$ cat src/pkg/adcsq_regs.svh
`ifndef ADCSQ_REGS_SVH
`define ADCSQ_REGS_SVH

// register indices; byte address is four times the index
`define ADCSQ_IDX_RES_LO 8'h19
`define ADCSQ_IDX_RES_HI 8'h1A
`define ADCSQ_IDX_CHREF 8'h1B
`define ADCSQ_IDX_TRIGCFG 8'h1C
`define ADCSQ_IDX_CTRL 8'h1D
`define ADCSQ_IDX_NONE 8'h00

// conversion_control_status fields
`define ADCSQ_CTRL_EN 7
`define ADCSQ_CTRL_START 6
`define ADCSQ_CTRL_ATE 5
`define ADCSQ_CTRL_FLAG 4
`define ADCSQ_CTRL_IE 3
`define ADCSQ_CTRL_PS_MSB 2
`define ADCSQ_CTRL_PS_LSB 0

// channel_reference_select fields
`define ADCSQ_CHREF_REF_MSB 7
`define ADCSQ_CHREF_REF_LSB 6
`define ADCSQ_CHREF_CH_MSB 2
`define ADCSQ_CHREF_CH_LSB 0

// trigger_alignment_config fields
`define ADCSQ_TRIG_LADJ 7
`define ADCSQ_TRIG_TS_MSB 2
`define ADCSQ_TRIG_TS_LSB 0

// reset values
`define ADCSQ_RST_BYTE 8'h00
`define ADCSQ_RST_RESULT 10'h000

// reference codes
`define ADCSQ_REF_SUPPLY 2'h0
`define ADCSQ_REF_1V1 2'h1
`define ADCSQ_REF_2V2 2'h2
`define ADCSQ_REF_4V3 2'h3

// trigger source free-running code
`define ADCSQ_TS_FREE 3'h0

// conversion lengths in converter clock cycles
`define ADCSQ_CONV_FIRST_CYC 5'h19
`define ADCSQ_CONV_NORM_CYC 5'h0D

`endif

$ cat src/pkg/adcsq_pkg.sv
package adcsq_pkg;
   typedef enum logic {ST_IDLE, ST_CONV} adcsq_state_e;
   typedef logic [9:0] adcsq_code_t;
   typedef logic [7:0] adcsq_byte_t;
endpackage : adcsq_pkg

$ cat src/core/adcsq_prescaler.sv
`timescale 1ns/1ps
`include "adcsq_regs.svh"

module adcsq_prescaler #(
   parameter int DIV_W = 7
) (
   input wire logic clk, // system clock
   input wire logic sys_rst, // synchronous reset
   input wire logic run, // converter enabled
   input wire logic [2:0] sel, // prescale code
   output logic tick // one system cycle per converter clock
);
   logic [DIV_W-1:0] cnt_r;
   logic [DIV_W-1:0] last;

   // codes 0 and 1 both divide by two
   always_comb begin
      if (sel < 3'h2) begin
         last = DIV_W'(1);
      end else begin
         last = DIV_W'((8'h01 << sel) - 8'h01);
      end
   end

   // counter held at zero while off so the first tick has a full period
   always_ff @(posedge clk) begin
      if (sys_rst || !run) begin
         cnt_r <= '0;
      end else if (cnt_r >= last) begin
         cnt_r <= '0;
      end else begin
         cnt_r <= cnt_r + DIV_W'(1);
      end
   end

   assign tick = run && (cnt_r >= last);
endmodule : adcsq_prescaler

$ cat src/core/adcsq_top.sv
// Implementation choice: the AHB-Lite interface to the registers.
`timescale 1ns/1ps
`include "adcsq_regs.svh"

// Functional notes
// RULE1 - low byte read locks result until high read
// RULE2 - software reads low byte before high byte
// RULE3 - result is 10-bit unsigned converter code
// RULE4 - reference codes: supply, 1.1V, 2.2V, 4.3V
// RULE5 - running conversion keeps old channel, reference
// RULE6 - channel field selects single-ended input n
// RULE7 - enable bit powers converter; clear aborts
// RULE8 - start bit write begins a conversion
// RULE9 - first conversion 25 cycles, others 13
// RULE10 - start bit reads busy; zero write ignored
// RULE11 - auto trigger on selected flag rising edge
// RULE12 - done flag sets; interrupt when both enables
// RULE13 - flag cleared by vector or writing one
// RULE14 - interrupt enable gates request with global
// RULE15 - prescaler divides 2,2,4 up to 128
// RULE16 - left adjust changes presentation immediately
// RULE17 - result byte layouts for both alignments
// RULE18 - trigger source ignored without auto trigger
// RULE19 - switching to set source makes edge
// RULE20 - free-running select makes no trigger event
// RULE21 - codes 0..2: free, comparator, external zero
// RULE22 - codes 3..7: timer and pin change sources
// RULE23 - free-running completion starts next conversion
module adcsq_top (
   input wire logic clk, // system clock
   input wire logic sys_rst, // synchronous reset, active high
   input wire logic hsel, // ahb slave select
   input wire logic [31:0] haddr, // ahb address
   input wire logic [1:0] htrans, // ahb transfer type
   input wire logic hwrite, // ahb write
   input wire logic [2:0] hsize, // ahb size
   input wire logic [31:0] hwdata, // ahb write data
   input wire logic hready, // ahb bus ready
   output logic hreadyout, // ahb slave ready
   output logic hresp, // ahb response, always okay
   output logic [31:0] hrdata, // ahb read data
   input wire logic [9:0] conv_code, // converter result code
   input wire logic [7:0] trig_flags, // trigger source flags
   input wire logic global_irq_en, // global interrupt enable
   input wire logic irq_ack, // vector taken
   output logic irq_req, // completion interrupt request
   output logic conv_power, // converter powered
   output logic conv_sample, // start of conversion pulse
   output logic conv_busy, // conversion in progress
   output logic [2:0] conv_channel, // applied input channel
   output logic [1:0] conv_reference // applied reference code
);
   logic ap_valid;
   logic ap_mapped;
   logic dp_wr_r;
   logic dp_rd_r;
   logic [7:0] dp_idx_r;
   logic hreadyout_r;
   logic [31:0] hrdata_r;
   logic [7:0] wd;
   logic wr_ctrl;
   logic wr_chref;
   logic wr_trig;
   logic rd_lo;
   logic rd_hi;
   logic [7:0] rd_byte;
   logic en_r;
   logic ate_r;
   logic ie_r;
   logic [2:0] ps_r;
   logic [1:0] ref_r;
   logic [2:0] ch_r;
   logic ladj_r;
   logic [2:0] ts_r;
   logic first_r;
   logic flag_r;
   logic lock_r;
   adcsq_pkg::adcsq_code_t result_r;
   logic en_nxt;
   logic en_rise;
   logic abort;
   logic start_wr;
   logic [7:0] src_mask;
   logic trig_lvl;
   logic trig_prev_r;
   logic trig_edge;
   logic free_next;
   logic start_go;
   logic flag_clr;
   adcsq_pkg::adcsq_state_e state_r;
   logic [4:0] cnt_r;
   logic [4:0] len_r;
   logic adc_tick;
   logic conv_done;
   logic irq_req_r;
   logic conv_sample_r;
   logic conv_busy_r;
   logic [2:0] conv_channel_r;
   logic [1:0] conv_reference_r;

   // ---------------- bus slave ----------------
   assign ap_valid = hsel && htrans[1] && hready;
   assign ap_mapped = (haddr[31:10] == 22'h00_0000) && (haddr[1:0] == 2'h0);

   always_ff @(posedge clk) begin
      if (sys_rst) begin
         dp_wr_r <= 1'b0;
         dp_rd_r <= 1'b0;
         dp_idx_r <= `ADCSQ_IDX_NONE;
      end else begin
         dp_wr_r <= ap_valid && hwrite;
         dp_rd_r <= ap_valid && !hwrite;
         if (ap_valid) begin
            dp_idx_r <= ap_mapped ? haddr[9:2] : `ADCSQ_IDX_NONE;
         end
      end
   end

   // reads take one wait state so a write just before is seen
   always_ff @(posedge clk) begin
      if (sys_rst) begin
         hreadyout_r <= 1'b1;
      end else begin
         hreadyout_r <= !(ap_valid && !hwrite);
      end
   end

   assign wd = hwdata[7:0];
   assign wr_ctrl = dp_wr_r && (dp_idx_r == `ADCSQ_IDX_CTRL);
   assign wr_chref = dp_wr_r && (dp_idx_r == `ADCSQ_IDX_CHREF);
   assign wr_trig = dp_wr_r && (dp_idx_r == `ADCSQ_IDX_TRIGCFG);
   assign rd_lo = dp_rd_r && (dp_idx_r == `ADCSQ_IDX_RES_LO);
   assign rd_hi = dp_rd_r && (dp_idx_r == `ADCSQ_IDX_RES_HI);

   // presentation follows the alignment bit combinationally
   always_comb begin
      rd_byte = 8'h00;
      unique case (dp_idx_r)
         `ADCSQ_IDX_RES_LO: rd_byte = ladj_r ? {result_r[1:0], 6'h00} // RULE16 RULE17
                                     : result_r[7:0]; // RULE17
         `ADCSQ_IDX_RES_HI: rd_byte = ladj_r ? result_r[9:2] // RULE16 RULE17
                                     : {6'h00, result_r[9:8]}; // RULE17
         `ADCSQ_IDX_CHREF: rd_byte = {ref_r, 3'h0, ch_r};
         `ADCSQ_IDX_TRIGCFG: rd_byte = {ladj_r, 4'h0, ts_r};
         `ADCSQ_IDX_CTRL: rd_byte = {en_r, conv_busy_r, ate_r, flag_r, ie_r, ps_r}; // RULE10
         default: rd_byte = 8'h00;
      endcase
   end

   always_ff @(posedge clk) begin
      if (sys_rst) begin
         hrdata_r <= 32'h0000_0000;
      end else if (dp_rd_r) begin
         hrdata_r <= {24'h00_0000, rd_byte};
      end
   end

   // ---------------- software fields ----------------
   assign en_nxt = wr_ctrl ? wd[`ADCSQ_CTRL_EN] : en_r;
   assign en_rise = wr_ctrl && wd[`ADCSQ_CTRL_EN] && !en_r;
   assign abort = wr_ctrl && !wd[`ADCSQ_CTRL_EN]; // RULE7
   // writing zero to the start bit does nothing
   assign start_wr = wr_ctrl && wd[`ADCSQ_CTRL_START] && wd[`ADCSQ_CTRL_EN]; // RULE8 RULE10

   always_ff @(posedge clk) begin
      if (sys_rst) begin
         en_r <= 1'b0;
         ate_r <= 1'b0;
         ie_r <= 1'b0;
         ps_r <= 3'h0;
      end else if (wr_ctrl) begin
         en_r <= wd[`ADCSQ_CTRL_EN]; // RULE7
         ate_r <= wd[`ADCSQ_CTRL_ATE];
         ie_r <= wd[`ADCSQ_CTRL_IE];
         ps_r <= wd[`ADCSQ_CTRL_PS_MSB:`ADCSQ_CTRL_PS_LSB];
      end
   end

   always_ff @(posedge clk) begin
      if (sys_rst) begin
         ref_r <= `ADCSQ_REF_SUPPLY;
         ch_r <= 3'h0;
      end else if (wr_chref) begin
         ref_r <= wd[`ADCSQ_CHREF_REF_MSB:`ADCSQ_CHREF_REF_LSB];
         ch_r <= wd[`ADCSQ_CHREF_CH_MSB:`ADCSQ_CHREF_CH_LSB];
      end
   end

   always_ff @(posedge clk) begin
      if (sys_rst) begin
         ladj_r <= 1'b0;
         ts_r <= `ADCSQ_TS_FREE;
      end else if (wr_trig) begin
         ladj_r <= wd[`ADCSQ_TRIG_LADJ]; // RULE16
         ts_r <= wd[`ADCSQ_TRIG_TS_MSB:`ADCSQ_TRIG_TS_LSB];
      end
   end

   // first conversion after enabling carries the initialisation cycles
   always_ff @(posedge clk) begin
      if (sys_rst) begin
         first_r <= 1'b0;
      end else if (abort) begin
         first_r <= 1'b0;
      end else if (start_go) begin
         first_r <= 1'b0;
      end else if (en_rise) begin
         first_r <= 1'b1; // RULE9
      end
   end

   // ---------------- trigger ----------------
   // code 0 is free running and never yields a level of its own
   genvar gi;
   generate
      for (gi = 0; gi < 8; gi++) begin : g_src
         if (gi == 0) begin : g_free
            assign src_mask[gi] = 1'b0; // RULE20 RULE21
         end else begin : g_flag
            // 1 comparator, 2 external zero, 3..7 timer and pin change
            assign src_mask[gi] = trig_flags[gi] && (ts_r == 3'(gi)); // RULE21 RULE22
         end
      end
   endgenerate
   assign trig_lvl = ate_r && (|src_mask); // RULE18

   // the previous level is the selected one, so changing the selection
   // from a clear flag to a set flag looks like a rising edge
   always_ff @(posedge clk) begin
      if (sys_rst) begin
         trig_prev_r <= 1'b0;
      end else begin
         trig_prev_r <= trig_lvl; // RULE19
      end
   end

   assign trig_edge = trig_lvl && !trig_prev_r; // RULE11 RULE19
   assign free_next = ate_r && (ts_r == `ADCSQ_TS_FREE) && conv_done; // RULE23
   // edges that arrive mid conversion are dropped, not queued
   assign start_go = en_nxt && !abort
                     && (start_wr || trig_edge || free_next) // RULE8 RULE11 RULE23
                     && ((state_r == adcsq_pkg::ST_IDLE) || conv_done);

   // ---------------- converter clock ----------------
   adcsq_prescaler #(
      .DIV_W(7)
   ) u_presc (
      .clk(clk),
      .sys_rst(sys_rst),
      .run(en_r),
      .sel(ps_r),
      .tick(adc_tick) // RULE15
   );

   // ---------------- conversion sequencer ----------------
   assign conv_done = (state_r == adcsq_pkg::ST_CONV) && adc_tick
                      && (cnt_r == len_r - 5'h01) && !abort;

   always_ff @(posedge clk) begin
      if (sys_rst) begin
         state_r <= adcsq_pkg::ST_IDLE;
      end else if (abort) begin
         state_r <= adcsq_pkg::ST_IDLE; // RULE7
      end else if (start_go) begin
         state_r <= adcsq_pkg::ST_CONV;
      end else if (conv_done) begin
         state_r <= adcsq_pkg::ST_IDLE;
      end
   end

   always_ff @(posedge clk) begin
      if (sys_rst) begin
         cnt_r <= 5'h00;
         len_r <= `ADCSQ_CONV_NORM_CYC;
      end else if (start_go) begin
         cnt_r <= 5'h00;
         len_r <= (first_r || en_rise) ? `ADCSQ_CONV_FIRST_CYC : `ADCSQ_CONV_NORM_CYC; // RULE9
      end else if ((state_r == adcsq_pkg::ST_CONV) && adc_tick) begin
         cnt_r <= cnt_r + 5'h01;
      end
   end

   // applied selection is frozen while converting
   always_ff @(posedge clk) begin
      if (sys_rst) begin
         conv_channel_r <= 3'h0;
         conv_reference_r <= `ADCSQ_REF_SUPPLY;
      end else if ((state_r == adcsq_pkg::ST_IDLE) || conv_done || abort) begin
         conv_channel_r <= ch_r; // RULE5 RULE6
         conv_reference_r <= ref_r; // RULE4 RULE5
      end
   end

   always_ff @(posedge clk) begin
      if (sys_rst) begin
         conv_busy_r <= 1'b0;
      end else begin
         conv_busy_r <= (state_r == adcsq_pkg::ST_CONV) || start_go;
      end
   end

   always_ff @(posedge clk) begin
      if (sys_rst) begin
         conv_sample_r <= 1'b0;
      end else begin
         conv_sample_r <= start_go;
      end
   end

   // ---------------- result and lock ----------------
   // a result finished while locked is lost; software must read high
   always_ff @(posedge clk) begin
      if (sys_rst) begin
         lock_r <= 1'b0;
      end else if (rd_hi) begin
         lock_r <= 1'b0; // RULE1 RULE2
      end else if (rd_lo) begin
         lock_r <= 1'b1; // RULE1
      end
   end

   always_ff @(posedge clk) begin
      if (sys_rst) begin
         result_r <= `ADCSQ_RST_RESULT;
      end else if (conv_done && !lock_r) begin
         result_r <= conv_code; // RULE1 RULE3
      end
   end

   // ---------------- completion flag and request ----------------
   assign flag_clr = (wr_ctrl && wd[`ADCSQ_CTRL_FLAG]) || irq_ack; // RULE13

   // a completion in the clearing cycle wins
   always_ff @(posedge clk) begin
      if (sys_rst) begin
         flag_r <= 1'b0;
      end else if (conv_done) begin
         flag_r <= 1'b1; // RULE12
      end else if (flag_clr) begin
         flag_r <= 1'b0; // RULE13
      end
   end

   always_ff @(posedge clk) begin
      if (sys_rst) begin
         irq_req_r <= 1'b0;
      end else begin
         irq_req_r <= flag_r && ie_r && global_irq_en; // RULE12 RULE14
      end
   end

   // ---------------- outputs ----------------
   assign hreadyout = hreadyout_r;
   assign hresp = 1'b0;
   assign hrdata = hrdata_r;
   assign irq_req = irq_req_r;
   assign conv_power = en_r;
   assign conv_sample = conv_sample_r;
   assign conv_busy = conv_busy_r;
   assign conv_channel = conv_channel_r;
   assign conv_reference = conv_reference_r;

   // hsize is accepted but not checked; every access is a whole word
   logic unused_ok;
   assign unused_ok = ^{hsize, hwdata[31:8]};
endmodule : adcsq_top

$ cat config.mk
export PLATFORM = sky130hd
export DESIGN_NAME = adcsq_top
export DESIGN_NICKNAME = d
export VERILOG_FILES = /design/src/pkg/adcsq_pkg.sv /design/src/core/adcsq_prescaler.sv /design/src/core/adcsq_top.sv
export VERILOG_INCLUDE_DIRS = /design/src /design/src/pkg
export SDC_FILE = /design/constraint.sdc
export NUM_CORES = 1
export LEC_CHECK = 0
export BUFFER_PORTS_ARGS = -buffer_cell sky130_fd_sc_hd__buf_4
export CORE_MARGIN = 2
export CORE_UTILIZATION = 46
export CTS_CLUSTER_SIZE = 16
export DETAILED_ROUTE_END_ITERATION = 6
export GPL_ROUTABILITY_DRIVEN = 0
export PLACE_DENSITY = 0.88
export SKIP_CTS_REPAIR_TIMING = 1
export SYNTH_ARGS = -nofsm -noshare
export SYNTH_HDL_FRONTEND = slang
export SYNTH_SLANG_ARGS = --single-unit
$ cat constraint.sdc
create_clock -name clk -period 3.6 [get_ports clk]
set_input_delay 0.36 -clock clk [delete_from_list [all_inputs] [get_ports clk]]
set_output_delay 0.36 -clock clk [all_outputs]
set_load 0.01 [all_outputs]
==> flow_metrics.tcl <==
set metrics [dict create \
    r2r-start "ps_r[1]$_SDFFE_PP0P_" \
    fill_cells 665 \
    ant_nets 0 \
    synth_largest_area_cell "dfxtp_1" \
    synthesis.area_um2 3600 \
    cts_buffer_depth 2 \
    ys_ff_latch 71 \
    cts_made_buffers 9 \
    cts_tree "built" \
    critPathLaunchType "register" \
    synth_cells 417 \
    synth_ff_type "dfxtp_1" \
    cp.arrival_ps 3730 \
    worst_pin_slew_ps 773 \
    end_kind "register" \
    portBuffers 82 \
    wl_mm 8.77 \
    max_freq_mhz 286 \
    die_x_um 92.4 \
    rows 32 \
    grt_pass1_wl_mm 14.0 \
    r2r_setup_slack_ps 110 \
    finalCritPeriodShare_pct 97.0 \
    finClkSkew_ps 6.11 \
    clkTransAtPathRegs_ps 70 \
    period_needed_ps 3490 \
    yosysSeqAreaShare_pct 39.5 \
    setup_viol 0 \
    drt_drc_violations_left 0 \
    vias_per_cell 5.46 \
    grt_overflow 0 \
    htreeDepth 3 \
    antenna_found_initial 0 \
    fin_total_pwr_uw 1440 \
    coreArea_um2 7650 \
    initial_core_util_pct 47.0 \
    status "complete, no violations" \
    pin_count 137 \
    avgSynthCellArea_um2 8.62 \
    clock_latency_ps 350 \
    synth.distinct_cells 58 \
    finalWorstSetupSlack_ps 106 \
    dp_hpwl_mm 6.49 \
    synth.cells.most_frequent "dfxtp_1, nor2_1, nand2_1, buf_4, mux2i_1" \
    cts_root_buf "clkbuf_8" \
    drtIter0Drc 296 \
    fp.dieH_um 92.4 \
    nNetsFinal 594 \
    cp.required_ps 3830 \
    cp_max_fo 8 \
    dieArea_um2 8540 \
    yosysWarnings 0 \
    synth_top_cell_area_share_pct 39.5 \
    cts_num_sinks 71 \
    utilization_pct 56.9 \
    grt_max_degree 65 \
    drtPass1Iterations 6 \
    setup.worst_path.start "ps_r[1]$_SDFFE_PP0P_" \
    synth_edf_count 0 \
    p_leak_uw 0.00165 \
    num_vias 3249 \
    diodes 0 \
    synthTopCellsByArea "dfxtp_1, mux2i_1, buf_4, nor2_1, ha_1" \
    slew_headroom_pct 48.1 \
    wl_per_cell_um 14.7 \
    hold_path_class "in -> reg" \
    grt.total_usage_pct 20.6 \
    slew_violations 0 \
    synth_most_common_cell "dfxtp_1" \
    rsz0062_at_grt "yes" \
    dp_slack_ps 20.9 \
    drive_gt1_share_pct 22.7 \
    setup.worst_path.class "reg -> reg" \
    pwr_density_cell_nw_per_um2 330 \
    min_from "hwrite" \
    synthArstFlopShare_pct 0 \
    fin_setup_tns_ps 0 \
    hold_violations 0 \
    drv_cap 0 \
    area_growth_pct 21.0 \
    grt_pass1_vias 3108 \
    vdd_drop_max_mv 0.236 \
]
per-layer routing:
layer  part of all wire, %  vias to the layer above  GRT usage (%)
li1                      -                     1562              -
met1                    38                     1534           22.0
met2                    54                      132           38.2
met3                   6.3                       21           6.43
met4                   2.0                        0           6.59
met5                     0                        -              0
registers in the layout, indices dropped and copies added, names as in the netlist, 2 cells and up, named ones only:
register	cells
ch_r	3
ps_r	3
len_r	2
conv_channel	3
ref_r	2
ts_r	3
conv_reference	2
dp_idx_r	8
cnt_r	5
result_r	10
hrdata	8
u_presc.cnt_r	7
through the flow:
step	std cells	hold slack, ps	instance area [um2]
final	595	241	4350
after CTS	595	224	4330
after global placement	580	442	4170
after global routing	595	215	4350
after floorplan	441	426	3690
after detailed placement	580	449	4170
critical path, stage by stage, from the launching register on:
cell,delay (ps)
dfxtp_1,390
or3_1,350
ha_1,270
xnor2_1,160
nand3_1,90
ha_1,320
and2_0,240
a221o_1,390
a41oi_4,270
buf_4,190
o21ai_1,110
o211a_1,220
a2111oi_2,390
power breakdown:
group          leakage (uW)  switching [uW]  internal (uW)  total [uW]
registers          0.000572            2.17            787         789
logic              0.000992            46.0           52.7        98.6
clock network     0.0000850             287            261         549
placed cells by master, fill, tap and decap left out, drive strengths merged, types with 4 or more instances in the layout:
master,count
a21oi,25
a22oi,13
and3,6
buf,85
clkbuf,11
conb,26
dfxtp,71
ha,11
inv,12
mux2i,26
nand2,33
nand3,13
nor2,52
nor2b,6
nor3,16
nor3b,4
nor4,6
o21ai,13
xnor2,10
cell families after synthesis:
family | count (synthesis) | synth area share (%)
DFF | 71 | 39.5
AOI/OAI and AO/OA | 74 | 14.0
adders and majority gates | 11 | 3.83
muxes | 29 | 8.18
buffers and inverters | 60 | 9.22
and+or+nand+nor | 157 | 21.9
other | 2 | 0.209
xor gates and xnor gates | 13 | 3.17
final timing paths:
check,to,cells past startpoint
hold reg to reg,hrdata[5]$_SDFFE_PP0P_,2
setup reg to reg,first_r$_SDFFE_PP0P_,12
hold / removal,hreadyout$_SDFF_PP1_,2
setup / recovery,first_r$_SDFFE_PP0P_,12
layout make-up:
| class | count | area (um2) | area share, % |
|---|---|---|---|
| clock buffers | 11 | 141 | 3.25 |
| clock inverters | 4 | 22.5 | 0.518 |
| inverters | 12 | 45.0 | 1.04 |
| multi-input cells | 310 | 1960 | 44.9 |
| flip-flops and latches | 71 | 1420 | 32.7 |
| well taps | 102 | 128 | 2.93 |
| repair buffers | 85 | 638 | 14.7 |
Power figures use the tool's default switching activity.
